**src/dsfs_pkg.sv**
```systemverilog
package dsfs_pkg;

	// ----------------------------------------
	// Timing
	// ----------------------------------------
	localparam int unsigned CLK_HZ = 40_000_000;
	localparam int unsigned TICK_US = 1000;
	localparam int unsigned TICK_CYCLES = CLK_HZ / 1_000_000 * TICK_US;
	localparam int unsigned RECOVER_MS = 100;
	localparam int unsigned RECOVER_TICKS = RECOVER_MS * 1000 / TICK_US;
	localparam int unsigned NORMAL_RUN_MIN = 10;
	localparam int unsigned NORMAL_RUN_TICKS =
		NORMAL_RUN_MIN * 60_000 * 1000 / TICK_US;
	localparam int unsigned INTERVAL_UNIT_MS = 100;
	localparam int unsigned INTERVAL_UNIT_TICKS =
		INTERVAL_UNIT_MS * 1000 / TICK_US;

	// ----------------------------------------
	// Levels and ranges
	// ----------------------------------------
	localparam logic [15:0] STALL_MIN_FREQ = 16'h003c;
	localparam logic [15:0] DECEL_LVL_MIN = 16'h014a;
	localparam logic [15:0] DECEL_LVL_MAX = 16'h019a;
	localparam logic [8:0] DECEL_LVL_RST = 9'h18b;
	localparam logic [15:0] RUN_LVL_MIN = 16'h001e;
	localparam logic [15:0] RUN_LVL_MAX = 16'h0096;
	localparam logic [7:0] RUN_HYST = 8'h02;
	localparam logic [1:0] RUN_SEL_RST = 2'h1;
	localparam logic [1:0] RUN_SEL_MAX = 2'h2;
	localparam logic [1:0] DECEL_SECOND = 2'h1;
	localparam logic [15:0] DET_LVL_RST = 16'h012c;
	localparam logic [7:0] DET_WIDTH_RST = 8'h14;
	localparam logic [15:0] DET_WIDTH_MIN = 16'h0001;
	localparam logic [15:0] DET_WIDTH_MAX = 16'h00ff;
	localparam logic [3:0] LOSS_NUM = 4'h9;
	localparam logic [3:0] LOSS_DEN = 4'ha;
	localparam logic [15:0] LOSS_TIME_MIN = 16'h0014;
	localparam logic [15:0] LOSS_TIME_MAX = 16'h0190;
	localparam logic [8:0] LOSS_TIME_RST = 9'h014;
	localparam logic [15:0] SUBST_MAX = 16'h03e8;
	localparam logic [9:0] SUBST_RST = 10'h320;
	localparam logic [25:0] SUBST_DIV = 26'h0000_3e8;
	localparam logic [3:0] LIMIT_MAX = 4'ha;
	localparam logic [3:0] LIMIT_RST = 4'h0;
	localparam logic [15:0] INTERVAL_MIN = 16'h0005;
	localparam logic [15:0] INTERVAL_MAX = 16'h1770;
	localparam logic [12:0] INTERVAL_RST = 13'h0064;

	// ----------------------------------------
	// Function codes
	// ----------------------------------------
	localparam logic [4:0] FN_AGREE = 5'h02;
	localparam logic [4:0] FN_USER_AGREE = 5'h03;
	localparam logic [4:0] FN_REF_LOSS = 5'h09;
	localparam logic [4:0] FN_RESTART = 5'h0e;
	localparam logic [4:0] FN_FDET_ONE = 5'h10;
	localparam logic [4:0] FN_FDET_TWO = 5'h11;
	localparam logic [3:0] AFN_STALL_LVL = 4'h7;

	// ----------------------------------------
	// Register map
	// ----------------------------------------
	localparam logic [7:0] ADDR_STALL = 8'h00;
	localparam logic [7:0] ADDR_FREQ = 8'h04;
	localparam logic [7:0] ADDR_LOSS = 8'h08;
	localparam logic [7:0] ADDR_RESTART = 8'h0c;
	localparam logic [7:0] ADDR_MAXF = 8'h10;
	localparam logic [7:0] ADDR_FUNC = 8'h14;
	localparam logic [7:0] ADDR_CTRL = 8'h18;
	localparam logic [7:0] ADDR_STATUS = 8'h1c;
	localparam int unsigned NUM_TERM = 4;
	localparam int unsigned NUM_ANA = 2;
	localparam int unsigned NUM_FAULT = 15;

	typedef struct packed {
		logic [11:0] rsv;
		logic        heavyDuty;
		logic [1:0]  runSel;
		logic [7:0]  runLvl;
		logic [8:0]  decelLvl;
	} dsfs_stall_reg_type;

	typedef struct packed {
		logic [6:0]  rsv;
		logic        lossSel;
		logic [7:0]  detWidth;
		logic [15:0] detLevel;
	} dsfs_freq_reg_type;

	typedef struct packed {
		logic [12:0] rsv;
		logic [8:0]  lossTime;
		logic [9:0]  subst;
	} dsfs_loss_reg_type;

	typedef struct packed {
		logic [14:0] rsv;
		logic [12:0] interval;
		logic [3:0]  limit;
	} dsfs_restart_reg_type;

	typedef struct packed {
		logic [15:0] maxTwo;
		logic [15:0] maxOne;
	} dsfs_maxf_reg_type;

	typedef struct packed {
		logic [3:0]       rsv;
		logic [1:0][3:0]  anaFn;
		logic [3:0][4:0]  termFn;
	} dsfs_func_reg_type;

	typedef struct packed {
		logic [17:0] rsv;
		logic        hvClass;
		logic [3:0]  termOut;
		logic        holdFreq;
		logic        stallRun;
		logic        refLoss;
		logic        restartActive;
		logic [3:0]  attempts;
		logic        lockout;
	} dsfs_status_type;

	localparam dsfs_stall_reg_type STALL_RST =
		'{12'h000, 1'b0, RUN_SEL_RST, 8'h00, DECEL_LVL_RST};
	localparam dsfs_freq_reg_type FREQ_RST =
		'{7'h00, 1'b0, DET_WIDTH_RST, DET_LVL_RST};
	localparam dsfs_loss_reg_type LOSS_RST =
		'{13'h0000, LOSS_TIME_RST, SUBST_RST};
	localparam dsfs_restart_reg_type RESTART_RST =
		'{15'h0000, INTERVAL_RST, LIMIT_RST};

	// ----------------------------------------
	// Carriers
	// ----------------------------------------
	typedef struct packed {
		logic [9:0]       busVolt;
		logic [7:0]       outCurrent;
		logic [15:0]      outFreq;
		logic [15:0]      freqRef;
		logic [1:0][7:0]  anaIn;
	} dsfs_meas_type;

	typedef struct packed {
		logic       decelerating;
		logic       running;
		logic [1:0] decelSel;
		logic       motorTwo;
		logic       diagDone;
		logic       diagPass;
		logic       searchDone;
	} dsfs_drive_type;

	typedef struct packed {
		logic        holdFreq;
		logic        stallDecel;
		logic [1:0]  decelTimeSel;
		logic [15:0] freqCmd;
		logic        runRequest;
		logic        diagRequest;
		logic        speedSearch;
		logic        lockout;
	} dsfs_ctrl_type;

	typedef enum logic [2:0] {
		RS_RUN, RS_WAIT, RS_DIAG, RS_SEARCH, RS_LOCK
	} dsfs_restart_type;

endpackage

```
**src/dsfs_supervisor.sv**
```systemverilog
// The APB slave port and the register offsets are this design's own decisions.
`timescale 1ns/1ps
// Contract
// - Hold frequency in deceleration while bus voltage exceeds the stall level.
// - Double the deceleration stall level on the higher supply class.
// - No run stall action while output frequency is below 6 Hz.
// - Run stall select 0..2, default 1; zero means no run action.
// - Select 1: current over level decelerates with the active decel time.
// - Select 2: as select 1 but always second decel time.
// - Run stall level 30..150 percent, default by duty rating.
// - Analog input with code 7 caps the effective run stall level.
// - Terminal codes 3,16,17 use detection level and width; code 2 uses the width only.
// - Flag reference loss when it drops under 90% within the window.
// - Loss window settable 20..400 ms, default 20 ms.
// - Terminal code 9 asserts while reference loss is flagged.
// - Loss select 1 runs at substitute percent of max frequency.
// - Loss select 0 keeps following the reference, no substitute.
// - Motor two scales the substitute against its own maximum.
// - On fault withdraw the run request, then self diagnose.
// - After a passing diagnosis restart with speed search.
// - Only the listed fault classes may auto restart.
// - Terminal code 14 signals fault restart activity.
// - Count attempts to limit 0..10, then stop for manual clear.
// - Counter clears after 10 minutes normal run, manual reset, power cycle.
// - Wait the restart interval 0.5..600.0 s between attempts.
module dsfs_supervisor
	import dsfs_pkg::*;
#(
	parameter int unsigned TICK_LEN = TICK_CYCLES,
	parameter int unsigned NORMAL_LEN = NORMAL_RUN_TICKS,
	parameter logic [7:0] RUN_LVL_ND = 8'h78,
	parameter logic [7:0] RUN_LVL_HD = 8'h96,
	parameter logic [15:0] MAXF_RST = 16'h0258
) (
	input  wire logic                     clk,
	input  wire logic                     resetn,
	input  wire logic                     psel,
	input  wire logic                     penable,
	input  wire logic                     pwrite,
	input  wire logic [7:0]               paddr,
	input  wire logic [31:0]              pwdata,
	output logic      [31:0]              prdata,
	output logic                          pready,
	output logic                          pslverr,
	input  wire dsfs_pkg::dsfs_meas_type  meas,
	input  wire dsfs_pkg::dsfs_drive_type drive,
	input  wire logic [14:0]              faultPins,
	input  wire logic                     highVoltStrap,
	output dsfs_pkg::dsfs_ctrl_type       ctrl,
	output logic      [3:0]               termOut
);
	import dsfs_pkg::*;

	// ----------------------------------------
	// State
	// ----------------------------------------
	typedef struct packed {
		dsfs_stall_reg_type   cfgStall;
		dsfs_freq_reg_type    cfgFreq;
		dsfs_loss_reg_type    cfgLoss;
		dsfs_restart_reg_type cfgRestart;
		dsfs_maxf_reg_type    cfgMaxf;
		dsfs_func_reg_type    cfgFunc;
		logic [31:0]          rdata;
		logic                 hvClass;
		logic                 holdFreq;
		logic                 stallRun;
		logic [7:0]           recoverCnt;
		logic                 agreeRef;
		logic                 agreeUser;
		logic                 fdetOne;
		logic                 fdetTwo;
		logic [15:0]          refHold;
		logic [8:0]           winCnt;
		logic                 refLoss;
		logic [15:0]          freqCmd;
		dsfs_restart_type     rsState;
		logic [3:0]           attempts;
		logic                 restarted;
		logic [19:0]          normalCnt;
		logic [12:0]          intervalCnt;
		logic [6:0]           unitCnt;
		logic [3:0]           termOut;
		logic                 runReq;
		logic                 diagReq;
		logic                 speedSearch;
		logic                 lockout;
	} dsfs_sup_state_type;

	dsfs_sup_state_type s_q;
	dsfs_sup_state_type s_d;

	if (NORMAL_LEN < 2 || NORMAL_LEN > 20'hf_ffff) begin : g_chk
		$error("dsfs_supervisor normal run length out of range");
	end

	function automatic logic [15:0] clampv(input logic [15:0] v,
		input logic [15:0] lo, input logic [15:0] hi);
		clampv = (v < lo) ? lo : ((v > hi) ? hi : v);
	endfunction

	// ----------------------------------------
	// Inputs and ticks
	// ----------------------------------------
	logic        tick;
	logic [15:0] pinSync;

	dsfs_tick #(
		.CYCLES(TICK_LEN)
	) u_tick (
		.clk   (clk),
		.resetn(resetn),
		.tick  (tick)
	);

	// Fault lines and strap arrive from the power stage, unsynchronised
	dsfs_sync #(
		.WIDTH(16)
	) u_sync (
		.clk   (clk),
		.resetn(resetn),
		.din   ({highVoltStrap, faultPins}),
		.dout  (pinSync)
	);

	// ----------------------------------------
	// Effective settings
	// ----------------------------------------
	logic [9:0]  decelLim;
	logic [7:0]  runLvl;
	logic [7:0]  runHyst;
	logic [15:0] detWidth;
	logic [15:0] lossTime;
	logic [15:0] interval;
	logic [15:0] maxFreq;
	logic [25:0] substProd;
	logic [15:0] substFreq;
	logic        faultNow;
	logic        restartable;
	logic        wrEn;
	logic        addrOk;
	logic        restartBusy;
	logic [3:0]  termNext;
	logic [31:0] rdMux;
	logic [15:0] decelClamp;
	logic [15:0] runClamp;
	logic [15:0] substClamp;
	logic [15:0] limitClamp;

	always_comb begin
		decelClamp = clampv({7'h00, s_q.cfgStall.decelLvl},
			DECEL_LVL_MIN, DECEL_LVL_MAX);
		runClamp = clampv({8'h00, s_q.cfgStall.runLvl},
			RUN_LVL_MIN, RUN_LVL_MAX);
		substClamp = clampv({6'h00, s_q.cfgLoss.subst},
			16'h0000, SUBST_MAX);
		limitClamp = clampv({12'h000, s_q.cfgRestart.limit},
			16'h0000, {12'h000, LIMIT_MAX});
		decelLim = {1'b0, decelClamp[8:0]};
		if (s_q.hvClass) begin
			decelLim = {decelLim[8:0], 1'b0};
		end
		if (s_q.cfgStall.runLvl == 8'h00) begin
			runLvl = s_q.cfgStall.heavyDuty ? RUN_LVL_HD : RUN_LVL_ND;
		end else begin
			runLvl = runClamp[7:0];
		end
		for (int i = 0; i < NUM_ANA; i++) begin
			if (s_q.cfgFunc.anaFn[i] == AFN_STALL_LVL &&
				meas.anaIn[i] < runLvl) begin
				runLvl = meas.anaIn[i];
			end
		end
		runHyst = (runLvl > RUN_HYST) ? runLvl - RUN_HYST : 8'h00;
		detWidth = clampv({8'h00, s_q.cfgFreq.detWidth},
			DET_WIDTH_MIN, DET_WIDTH_MAX);
		lossTime = clampv({7'h00, s_q.cfgLoss.lossTime},
			LOSS_TIME_MIN, LOSS_TIME_MAX);
		interval = clampv({3'h0, s_q.cfgRestart.interval},
			INTERVAL_MIN, INTERVAL_MAX);
		maxFreq = drive.motorTwo ? s_q.cfgMaxf.maxTwo
			: s_q.cfgMaxf.maxOne;
		substProd = maxFreq * substClamp[9:0];
		substFreq = 16'(substProd / SUBST_DIV);
	end

	assign faultNow = |pinSync[14:0];
	// Bit 14 gathers every class that must never auto restart
	assign restartable = |pinSync[13:0] && !pinSync[14];
	assign restartBusy = s_q.rsState == RS_WAIT ||
		s_q.rsState == RS_DIAG || s_q.rsState == RS_SEARCH;

	// ----------------------------------------
	// Terminals
	// ----------------------------------------
	for (genvar g = 0; g < NUM_TERM; g++) begin : g_term
		always_comb begin
			case (s_q.cfgFunc.termFn[g])
				FN_AGREE: termNext[g] = s_q.agreeRef;
				FN_USER_AGREE: termNext[g] = s_q.agreeUser;
				FN_FDET_ONE: termNext[g] = s_q.fdetOne;
				FN_FDET_TWO: termNext[g] = s_q.fdetTwo;
				FN_REF_LOSS: termNext[g] = s_q.refLoss;
				FN_RESTART: termNext[g] = restartBusy;
				default: termNext[g] = 1'b0;
			endcase
		end
	end

	// ----------------------------------------
	// APB slave
	// ----------------------------------------
	always_comb begin
		addrOk = 1'b1;
		case (paddr)
			ADDR_STALL: rdMux = s_q.cfgStall;
			ADDR_FREQ: rdMux = s_q.cfgFreq;
			ADDR_LOSS: rdMux = s_q.cfgLoss;
			ADDR_RESTART: rdMux = s_q.cfgRestart;
			ADDR_MAXF: rdMux = s_q.cfgMaxf;
			ADDR_FUNC: rdMux = s_q.cfgFunc;
			ADDR_CTRL: rdMux = 32'h0000_0000;
			ADDR_STATUS: rdMux = dsfs_status_type'{18'h0_0000,
				s_q.hvClass, s_q.termOut, s_q.holdFreq, s_q.stallRun,
				s_q.refLoss, restartBusy, s_q.attempts, s_q.lockout};
			default: begin
				rdMux = 32'h0000_0000;
				addrOk = 1'b0;
			end
		endcase
	end

	assign wrEn = psel && penable && pwrite && addrOk;
	assign pready = 1'b1;
	assign pslverr = psel && penable && !addrOk;
	assign prdata = s_q.rdata;

	// ----------------------------------------
	// Next state
	// ----------------------------------------
	logic [16:0] fHi;
	logic [16:0] fLo;
	logic [16:0] dRef;
	logic [16:0] dUser;
	logic [19:0] refNow;
	logic [19:0] refLim;

	always_comb begin
		s_d = s_q;
		fHi = {1'b0, s_q.cfgFreq.detLevel} + {1'b0, detWidth};
		fLo = {1'b0, s_q.cfgFreq.detLevel} - {1'b0, detWidth};
		dRef = (meas.outFreq > meas.freqRef)
			? {1'b0, meas.outFreq - meas.freqRef}
			: {1'b0, meas.freqRef - meas.outFreq};
		dUser = (meas.outFreq > s_q.cfgFreq.detLevel)
			? {1'b0, meas.outFreq - s_q.cfgFreq.detLevel}
			: {1'b0, s_q.cfgFreq.detLevel - meas.outFreq};
		refNow = meas.freqRef * LOSS_DEN;
		refLim = s_q.refHold * LOSS_NUM;
		if (psel && !penable) begin
			s_d.rdata = rdMux;
		end
		// Strap read as a level, only ever past the synchroniser
		s_d.hvClass = pinSync[15];
		s_d.termOut = termNext;
		if (tick) begin
			s_d.holdFreq = drive.decelerating &&
				meas.busVolt > decelLim;
			if (s_q.cfgStall.runSel == 2'h0 || !drive.running ||
				drive.decelerating ||
				meas.outFreq < STALL_MIN_FREQ) begin
				s_d.stallRun = 1'b0;
				s_d.recoverCnt = 8'h00;
			end else if (meas.outCurrent > runLvl) begin
				s_d.stallRun = 1'b1;
				s_d.recoverCnt = 8'h00;
			end else if (s_q.stallRun) begin
				if (meas.outCurrent >= runHyst) begin
					s_d.recoverCnt = 8'h00;
				end else if (s_q.recoverCnt ==
					8'(RECOVER_TICKS - 1)) begin
					s_d.stallRun = 1'b0;
					s_d.recoverCnt = 8'h00;
				end else begin
					s_d.recoverCnt = s_q.recoverCnt + 1'b1;
				end
			end
			s_d.agreeRef = dRef <= {1'b0, detWidth};
			s_d.agreeUser = dUser <= {1'b0, detWidth};
			if ({1'b0, meas.outFreq} <= {1'b0, s_q.cfgFreq.detLevel}) begin
				s_d.fdetOne = 1'b1;
			end else if ({1'b0, meas.outFreq} > fHi) begin
				s_d.fdetOne = 1'b0;
			end
			if (meas.outFreq >= s_q.cfgFreq.detLevel) begin
				s_d.fdetTwo = 1'b1;
			end else if (fLo[16] || {1'b0, meas.outFreq} < fLo) begin
				s_d.fdetTwo = 1'b0;
			end
			// Window restarts from the live value, so slow drift is not loss
			if (s_q.refLoss) begin
				if (refNow >= refLim) begin
					s_d.refLoss = 1'b0;
					s_d.refHold = meas.freqRef;
					s_d.winCnt = 9'h000;
				end
			end else if (refNow < refLim) begin
				s_d.refLoss = 1'b1;
			end else if ({7'h00, s_q.winCnt} + 16'h0001 >= lossTime) begin
				s_d.refHold = meas.freqRef;
				s_d.winCnt = 9'h000;
			end else begin
				s_d.winCnt = s_q.winCnt + 1'b1;
			end
			s_d.freqCmd = (s_q.cfgFreq.lossSel && s_q.refLoss)
				? substFreq : meas.freqRef;
		end
		case (s_q.rsState)
			RS_RUN: begin
				s_d.runReq = 1'b1;
				if (faultNow) begin
					s_d.runReq = 1'b0;
					s_d.intervalCnt = 13'h0000;
					s_d.unitCnt = 7'h00;
					if (restartable &&
						s_q.attempts < limitClamp[3:0]) begin
						s_d.rsState = RS_WAIT;
					end else begin
						s_d.rsState = RS_LOCK;
						s_d.lockout = 1'b1;
					end
				end else if (tick && s_q.restarted) begin
					if (s_q.normalCnt == 20'(NORMAL_LEN - 1)) begin
						s_d.attempts = 4'h0;
						s_d.restarted = 1'b0;
						s_d.normalCnt = 20'h0_0000;
					end else begin
						s_d.normalCnt = s_q.normalCnt + 1'b1;
					end
				end
			end
			RS_WAIT: begin
				if (tick) begin
					if (s_q.unitCnt == 7'(INTERVAL_UNIT_TICKS - 1)) begin
						s_d.unitCnt = 7'h00;
						s_d.intervalCnt = s_q.intervalCnt + 1'b1;
						if ({3'h0, s_q.intervalCnt} + 16'h0001 >=
							interval) begin
							s_d.rsState = RS_DIAG;
							s_d.diagReq = 1'b1;
						end
					end else begin
						s_d.unitCnt = s_q.unitCnt + 1'b1;
					end
				end
			end
			RS_DIAG: begin
				if (drive.diagDone) begin
					s_d.diagReq = 1'b0;
					s_d.attempts = s_q.attempts + 1'b1;
					s_d.intervalCnt = 13'h0000;
					s_d.unitCnt = 7'h00;
					if (drive.diagPass && !faultNow) begin
						s_d.rsState = RS_SEARCH;
						s_d.speedSearch = 1'b1;
						s_d.runReq = 1'b1;
						s_d.restarted = 1'b1;
						s_d.normalCnt = 20'h0_0000;
					end else if (s_q.attempts + 1'b1 <
						limitClamp[3:0]) begin
						s_d.rsState = RS_WAIT;
					end else begin
						s_d.rsState = RS_LOCK;
						s_d.lockout = 1'b1;
					end
				end
			end
			RS_SEARCH: begin
				if (drive.searchDone) begin
					s_d.speedSearch = 1'b0;
					s_d.rsState = RS_RUN;
				end
			end
			RS_LOCK: begin
				s_d.runReq = 1'b0;
			end
			default: begin
				s_d.rsState = RS_RUN;
			end
		endcase
		if (wrEn) begin
			case (paddr)
				ADDR_STALL: begin
					s_d.cfgStall = dsfs_stall_reg_type'(pwdata);
					s_d.cfgStall.rsv = 12'h000;
					if (pwdata[18:17] > RUN_SEL_MAX) begin
						s_d.cfgStall.runSel = s_q.cfgStall.runSel;
					end
				end
				ADDR_FREQ: s_d.cfgFreq = {7'h00, pwdata[24:0]};
				ADDR_LOSS: s_d.cfgLoss = {13'h0000, pwdata[18:0]};
				ADDR_RESTART: s_d.cfgRestart = {15'h0000, pwdata[16:0]};
				ADDR_MAXF: s_d.cfgMaxf = pwdata;
				ADDR_FUNC: s_d.cfgFunc = {4'h0, pwdata[27:0]};
				ADDR_CTRL: begin
					if (pwdata[0]) begin
						s_d.attempts = 4'h0;
						s_d.restarted = 1'b0;
						if (s_q.rsState == RS_LOCK && !faultNow) begin
							s_d.rsState = RS_RUN;
							s_d.lockout = 1'b0;
						end
					end
				end
				default: begin
				end
			endcase
		end
	end

	always_ff @(posedge clk or negedge resetn) begin
		if (!resetn) begin
			s_q <= '0;
			s_q.cfgStall <= STALL_RST;
			s_q.cfgFreq <= FREQ_RST;
			s_q.cfgLoss <= LOSS_RST;
			s_q.cfgRestart <= RESTART_RST;
			s_q.cfgMaxf <= {MAXF_RST, MAXF_RST};
			s_q.rsState <= RS_RUN;
		end else begin
			s_q <= s_d;
		end
	end

	assign ctrl.holdFreq = s_q.holdFreq;
	assign ctrl.stallDecel = s_q.stallRun;
	assign ctrl.decelTimeSel = (s_q.cfgStall.runSel == RUN_SEL_MAX)
		? DECEL_SECOND : drive.decelSel;
	assign ctrl.freqCmd = s_q.freqCmd;
	assign ctrl.runRequest = s_q.runReq;
	assign ctrl.diagRequest = s_q.diagReq;
	assign ctrl.speedSearch = s_q.speedSearch;
	assign ctrl.lockout = s_q.lockout;
	assign termOut = s_q.termOut;
endmodule

```
**src/dsfs_sync.sv**
```systemverilog
`timescale 1ns/1ps
module dsfs_sync #(
	parameter int unsigned WIDTH = 1
) (
	input  wire logic             clk,
	input  wire logic             resetn,
	input  wire logic [WIDTH-1:0] din,
	output logic      [WIDTH-1:0] dout
);
	typedef struct packed {
		logic [WIDTH-1:0] first;
		logic [WIDTH-1:0] second;
	} dsfs_sync_state_type;

	dsfs_sync_state_type s_q;
	dsfs_sync_state_type s_d;

	if (WIDTH < 1) begin : g_chk
		$error("dsfs_sync width must be at least one");
	end

	always_comb begin
		s_d.first = din;
		s_d.second = s_q.first;
	end

	always_ff @(posedge clk or negedge resetn) begin
		if (!resetn) begin
			s_q <= '0;
		end else begin
			s_q <= s_d;
		end
	end

	assign dout = s_q.second;
endmodule

```
**src/dsfs_tick.sv**
```systemverilog
`timescale 1ns/1ps
module dsfs_tick #(
	parameter int unsigned CYCLES = 40000
) (
	input  wire logic clk,
	input  wire logic resetn,
	output logic      tick
);
	localparam int unsigned CW = $clog2(CYCLES);

	typedef struct packed {
		logic [CW-1:0] count;
		logic          pulse;
	} dsfs_tick_state_type;

	dsfs_tick_state_type s_q;
	dsfs_tick_state_type s_d;

	if (CYCLES < 2) begin : g_chk
		$error("dsfs_tick needs at least two cycles per tick");
	end

	always_comb begin
		s_d = s_q;
		s_d.pulse = 1'b0;
		if (s_q.count == CW'(CYCLES - 1)) begin
			s_d.count = '0;
			s_d.pulse = 1'b1;
		end else begin
			s_d.count = s_q.count + 1'b1;
		end
	end

	always_ff @(posedge clk or negedge resetn) begin
		if (!resetn) begin
			s_q <= '0;
		end else begin
			s_q <= s_d;
		end
	end

	assign tick = s_q.pulse;
endmodule

```
**config.mk**
```make
export PLATFORM = sky130hd
export DESIGN_NAME = dsfs_supervisor
export DESIGN_NICKNAME = d
export VERILOG_FILES = /design/src/dsfs_pkg.sv /design/src/dsfs_supervisor.sv /design/src/dsfs_sync.sv /design/src/dsfs_tick.sv
export SDC_FILE = /design/constraint.sdc
export NUM_CORES = 2
export LEC_CHECK = 0
export ABC_AREA = 1
export CORE_UTILIZATION = 36
export CTS_BUF_LIST = sky130_fd_sc_hd__clkbuf_8
export DETAILED_ROUTE_END_ITERATION = 8
export DONT_BUFFER_PORTS = 1
export GPL_TIMING_DRIVEN = 1
export PLACE_DENSITY = 0.52
export REMOVE_ABC_BUFFERS = 1
export SETUP_SLACK_MARGIN = 0.4
export SLEW_MARGIN = 20
export SYNTH_ARGS = -nofsm -noshare
export SYNTH_HDL_FRONTEND = slang
export SYNTH_SLANG_ARGS = --single-unit
```
**constraint.sdc**
```tcl
create_clock -name clk -period 18.4 [get_ports clk]
set_clock_uncertainty 0.1 [all_clocks]
set_input_delay 0.92 -clock clk [delete_from_list [all_inputs] [get_ports clk]]
set_output_delay 0.92 -clock clk [all_outputs]
set_load 0.02 [all_outputs]
```
Word-level counts from Yosys, hierarchy flattened
Cells that the tools add are included.
{"block": "word_totals", "memories": 0, "ramBits": 0, "romBits": 0, "inputBits": 135, "output_inout_bits": 62, "latchBits": 0, "regBits": 335}
{"block": "classes", "n_bitwise": 1, "mul": 3, "n_eq_ne": 53, "muxes": 91, "n_addsub": 16, "reduce_logical": 59, "n_div": 1, "order_cmp": 33, "shift": 0}
{"operator": "$pmux 32 s7", "n": 1}
{"operator": "$mux 8", "n": 13}
{"operator": "$mux 16", "n": 6}
{"operator": "$mux 25", "n": 3}
{"operator": "$mux 9", "n": 8}
{"operator": "$sub 16x16->16", "n": 4}
{"operator": "$mux 20", "n": 3}
{"operator": "$pmux 20 s3", "n": 1}
{"operator": "$mux 26", "n": 2}
{"operator": "$pmux 25 s2", "n": 1}
{"operator": "$mux 48", "n": 1}
{"operator": "$eq 5x2->1 const B", "n": 8}
{"operator": "$eq 5x4->1 const B", "n": 8}
{"operator": "$eq 5x5->1 const B", "n": 8}
{"operator": "$mux 13", "n": 3}
{"operator": "$eq 8x5->1 const B", "n": 4}
{"operator": "$gt 16x16->1", "n": 2}
{"operator": "$le 16x8->1", "n": 2}
{"operator": "$mux 3", "n": 9}
{"operator": "$div 26x10->26 const B", "n": 1}
{"operator": "$mul 16x10->26", "n": 1}
{"operator": "$pmux 1 s6", "n": 4}
{"operator": "$mux 1", "n": 23}
{"operator": "$mux 21", "n": 1}
{"operator": "77 further kinds", "n": 140}

Longest topological paths before layout
{"block": "logic_depth", "ltp_word": 17, "mapped_depth": 125, "depth_no_buf": 123}

Cells and area by module
From an unflattened synthesis, not the netlist that was laid out.
{"block": "hier_totals", "hier_cells": 4614, "hier_area_um2": 33856.2}
{"module": "dsfs_supervisor", "cells_per_inst": 4456, "n_inst": 1, "area_each_um2": 32088.3}
{"module": "dsfs_tick", "cells_per_inst": 126, "n_inst": 1, "area_each_um2": 967.2}
{"module": "dsfs_sync", "cells_per_inst": 32, "n_inst": 1, "area_each_um2": 800.8}

Worst setup path after synthesis
Ideal clock, no wire load.
{"block": "synth_timing", "path_type": "flip-flop to flip-flop", "startpoint": "register s_q[250] in the netlist's numbering", "endpoint": "register s_q (netlist bit ctrl[4])", "arrival_time_ns": 13.095, "stages_incl_launch_ff": 110, "setup_slack_ns": 5.089, "period_less_slack_ns": 13.311, "path_cell_list": "dfstp_2 clkbuf_1 inv_1 nor3_1 nand2_1 inv_1 nor2_1 inv_1 clkbuf_1 nand2_1 fa_1 inv_1 fa_1 fa_1 fa_1 inv_1 fa_1 inv_1 [... 74 more ...] nand3_4 nand2_4 nand2_1 nand2_1 nand2_4 o21a_1 nor2_2 nand2_1 nor2_2 nand2_1 nand2_1 o21ai_1 nand2_1 nand2_1 nand2_1 nand3_1 nand2_1 nand2_1"}
{"block": "synth_between", "elab_chain_cells": 5}
{"element": "from (decl)", "line_no": "dsfs_supervisor.sv:90", "rtl": "dsfs_sup_state_type s_q;"}
{"element": "$gt 10x10->1", "line_no": "dsfs_supervisor.sv:99", "rtl": "clampv = (v < lo) ? lo : ((v > hi) ? hi : v);"}
{"element": "$mux 10 *", "line_no": "dsfs_supervisor.sv:99"}
{"element": "$mul 16x10->26 *", "line_no": "dsfs_supervisor.sv:183", "rtl": "substProd = maxFreq * substClamp[9:0];"}
{"element": "$div 26x10->26 *", "line_no": "dsfs_supervisor.sv:184", "rtl": "substFreq = 16'(substProd / SUBST_DIV);"}
{"element": "$mux 16 *", "line_no": "dsfs_supervisor.sv:316", "rtl": "? substFreq : meas.freqRef;"}
Mark *: on every way between the ends. The rest lies on a longest branch, timed or not.
A chain may end at the register's enable or synchronous reset.

Worst setup path in the final report
{"block": "layout_timing", "startpoint": "register s_q[249] in the netlist's numbering", "endpoint": "register s_q (netlist bit ctrl[4])"}
Same word-level chain as after synthesis.

==> reports/results.ini <==
[grt]
grt_pass1_vias = 28870
grt_start_max_net_pins = 308
grt_antenna_before_repair = 9
globalRoute.totalOverflow = 0
grtUsageTotal = 0.2277
grt_first_pass_wirelength_um = 166500

[route]
route.detailed.drc = 0
avgRoutedWirePerCell_um = 18.58
number_of_routed_nets_with_antenna_violations = 0
drt_iter0_drc = 2050
first_pass_iters = 6
vias_per_cell = 5.147
dr_total_vias = 29920
postRouteWirelength_um = 108000

[synth]
post_synth_inst_count = 4574
syn-mean-instance-area_um2 = 7.316
synth_sequential_area_ratio = 0.2516
synth_largest_area_cell = sky130_fd_sc_hd__dfrtp_1
synth_warnings = 0
post_synth_num_cell_types = 84
synth_area_mm2 = 0.03346
post-synth-top-area-fraction = 0.2296
synth_enable_flop_cells = 0
ys_async_sr_fraction = 1.000
post_synth_main_area_contributors = sky130_fd_sc_hd__dfrtp_1 (23%), sky130_fd_sc_hd__ha_1 (13%), sky130_fd_sc_hd__nand2_1 (11%)
dominantRegCellSynth = sky130_fd_sc_hd__dfrtp_1
ys_seq_elements = 335

[final_layout]
design.final.nets = 5101
utilization = 0.3910
layout-drive-gt1-share = 0.09023
multi_input_area_mm2 = 0.02147
seqCellArea_mm2 = 0.008418
final_cell_area_mm2 = 0.03589
filler_cell_count = 9736
layout-area-overhead-vs-synth_pct = 7.265

[worst_setup_path]
critPathCapture = ctrl[4]
reg2reg_depth = 109
critical_path.most_common_cell = sky130_fd_sc_hd__nand2_1
crit_fanout = 15
critical_path.reg2reg.startpoint = s_q[249]
cpPeakStageDelay_ps = 660
regToRegSetupSlack_ps = 2820
crit_start = s_q[249]
path_depth = 109
required_ps = 18830
cp_slowest_cell = sky130_fd_sc_hd__dfstp_2
startpoint_type = flop
critical_path.n_buffers_inverters = 12
worstSetupEndpointType = flop
timing.rr.end = ctrl[4]
crit_arrival_ps = 16010
cpLargestDelayFamily = simple AND/OR/NAND/NOR gates
criticalPathCategory = reg2reg

[flow_run]
timing.max_cap.violations = 0

[clock_tree]
hold_buffers = 3
post_cts.repair.setup_buffers = 0
cts_made_buffers = 68
clock_latency_reported_for_the_late_side_of_the_worst_skew_pair_ps = 690
longest_clk_path_bufs = 3
tritoncts_clock_tree = done
worst_setup_hold_path_clk_slew_ps = 60
htree_num_levels = 3
cts-root-buf = sky130_fd_sc_hd__clkbuf_8
clkSinkCount = 335
cts.repair.resized = 0

[sta]
worstMarginPinSlew_ps = 1077
setup_viol = 0
period_share = 0.8468
setup_tns_ps = 0
finalMaxSlewViolations = 0
postLayoutSetupSlackWorst_ps = 2819
grt_setup_unrepaired = no
finalHoldViolations = 0
min_period_ps = 15580
relSlewSlack = 0.2752
max_freq_mhz = 64.18

[die]
area_of_the_die_mm2 = 0.09417
initial_utilization = 0.3645
ioPinCount = 197
die_y_um = 306.9
fp.dieW_um = 306.9
core_region_area_mm2 = 0.09180
cell_row_count = 111

[pwr]
p_sw_uw = 535.1
ir_drop_v = 0.00003838
switching_share = 0.2933
share_seq_of_total_power = 0.424
internal_power_uw = 1289
p_comb_frac = 0.136
power_share_of_the_clock_group = 0.441
lkg_pwr_uw = 0.01823
p_per_area_mw_per_mm2 = 50.83

[min_path]
hold_path.class = in2async

[placed_design]
dp_worst_setup_slack_ps = 2933
place_hpwl_um = 85320
io_buffer_count = 0
gp_congestion = 0.9226
placement.cell_area_mm2 = 0.03437

[status]
run_status = finished clean

-- layer usage --
layer	GRT usage	share of wire	wire [um]	vias up
li1	-	-	-	14770
met1	0.3035	0.44	47630	14150
met2	0.3614	0.45	48600	832
met3	0.05348	0.077	8310	166
met4	0.07500	0.032	3441	2
met5	0	0.00012	13	-
-- synth_stat cells (30+ instances only) --
cell type,number
sky130_fd_sc_hd__a21oi_1,238
sky130_fd_sc_hd__buf_4,59
sky130_fd_sc_hd__clkbuf_1,91
sky130_fd_sc_hd__dfrtp_1,307
sky130_fd_sc_hd__fa_1,118
sky130_fd_sc_hd__ha_1,335
sky130_fd_sc_hd__inv_1,691
sky130_fd_sc_hd__inv_2,41
sky130_fd_sc_hd__nand2_1,977
sky130_fd_sc_hd__nand2_2,75
sky130_fd_sc_hd__nand3_1,212
sky130_fd_sc_hd__nand4_1,46
sky130_fd_sc_hd__nor2_1,339
sky130_fd_sc_hd__nor3_1,55
sky130_fd_sc_hd__o21ai_0,374
sky130_fd_sc_hd__o21ai_1,30
sky130_fd_sc_hd__o22ai_1,33
sky130_fd_sc_hd__xnor2_1,30
sky130_fd_sc_hd__xor2_1,103
-- worst min-delay path by stage --
stage                          from              end  slack, ps  cells after the start
detailed placement   u_sync.s_d[12]  u_sync.dout[12]        230                      0
floorplan           u_sync.dout[15]         s_q[112]        230                      0
CTS                   highVoltStrap   u_sync.s_d[15]        140                      0
global route                 resetn         s_q[108]          4                      1
finish                       resetn         s_q[108]         30                      1
global placement     u_sync.s_d[13]  u_sync.dout[13]        230                      0
-- kinds of logic (layout without fill, tap and decap cells) --
logic type,count (synthesis),count (layout),share of synthesized area
AOI/OAI and AO/OA,871,871,0.1508
xor gates and xnor gates,135,135,0.03578
buffers and inverters,898,890,0.1079
and+or+nand+nor,1873,1873,0.2555
muxes,8,8,0.002543
adders and majority gates,453,453,0.1959
DFF,335,335,0.2516
other,1,5,0.0001121
-- area by class of cell --
class,instances,area share
clock inverter,41,0.007216
sequential,335,0.2345
timing repair buffer,24,0.007111
tap,1243,0.04333
antenna,4,0.0002789
inverter,743,0.07794
clock buffer,82,0.03144
multi-input combinational,3341,0.5981
-- state kept, by name, indices dropped and copies added, names as in the netlist --
signal       flops
prdata          32
u_tick.tick      1
u_sync.s_d      16
termOut          4
s_q            228
u_sync.dout     16
ctrl            22
u_tick.s_q      16
-- metrics by stage --
step	hold WS, ps	cells	total power [uW]
3_3_place_gp	232.9	5681	1012
5_1_grt	3.799	5811	1919
2_1_floorplan	231.2	4419	951.5
3_5_place_dp	234.7	5681	1014
4_1_cts	136.4	5807	1848
6_report	26.82	5813	1824
-- cell usage in the layout, fill, tap and decap left out, types with 82 or more instances in the layout --
master and n:
sky130_fd_sc_hd__nand2_1 974, sky130_fd_sc_hd__inv_1 720, sky130_fd_sc_hd__o21ai_0 373, sky130_fd_sc_hd__nor2_1 337, sky130_fd_sc_hd__ha_1 335, sky130_fd_sc_hd__dfrtp_1 307
sky130_fd_sc_hd__a21oi_1 238, sky130_fd_sc_hd__nand3_1 212, sky130_fd_sc_hd__fa_1 118, sky130_fd_sc_hd__xor2_1 103, sky130_fd_sc_hd__clkbuf_8 82
-- power by group through the flow --
| stage | Combinational (uW) | Sequential, uW | Clock [uW] |
|---|---|---|---|
| floorplan | 170 | 782 | 0 |
| global placement | 226 | 785 | 0 |
| detailed placement | 228 | 785 | 0 |
| CTS | 248 | 773 | 828 |
| global route | 287 | 775 | 857 |
| finish | 247 | 773 | 804 |
Note: power is estimated with default switching activity, not from simulation.
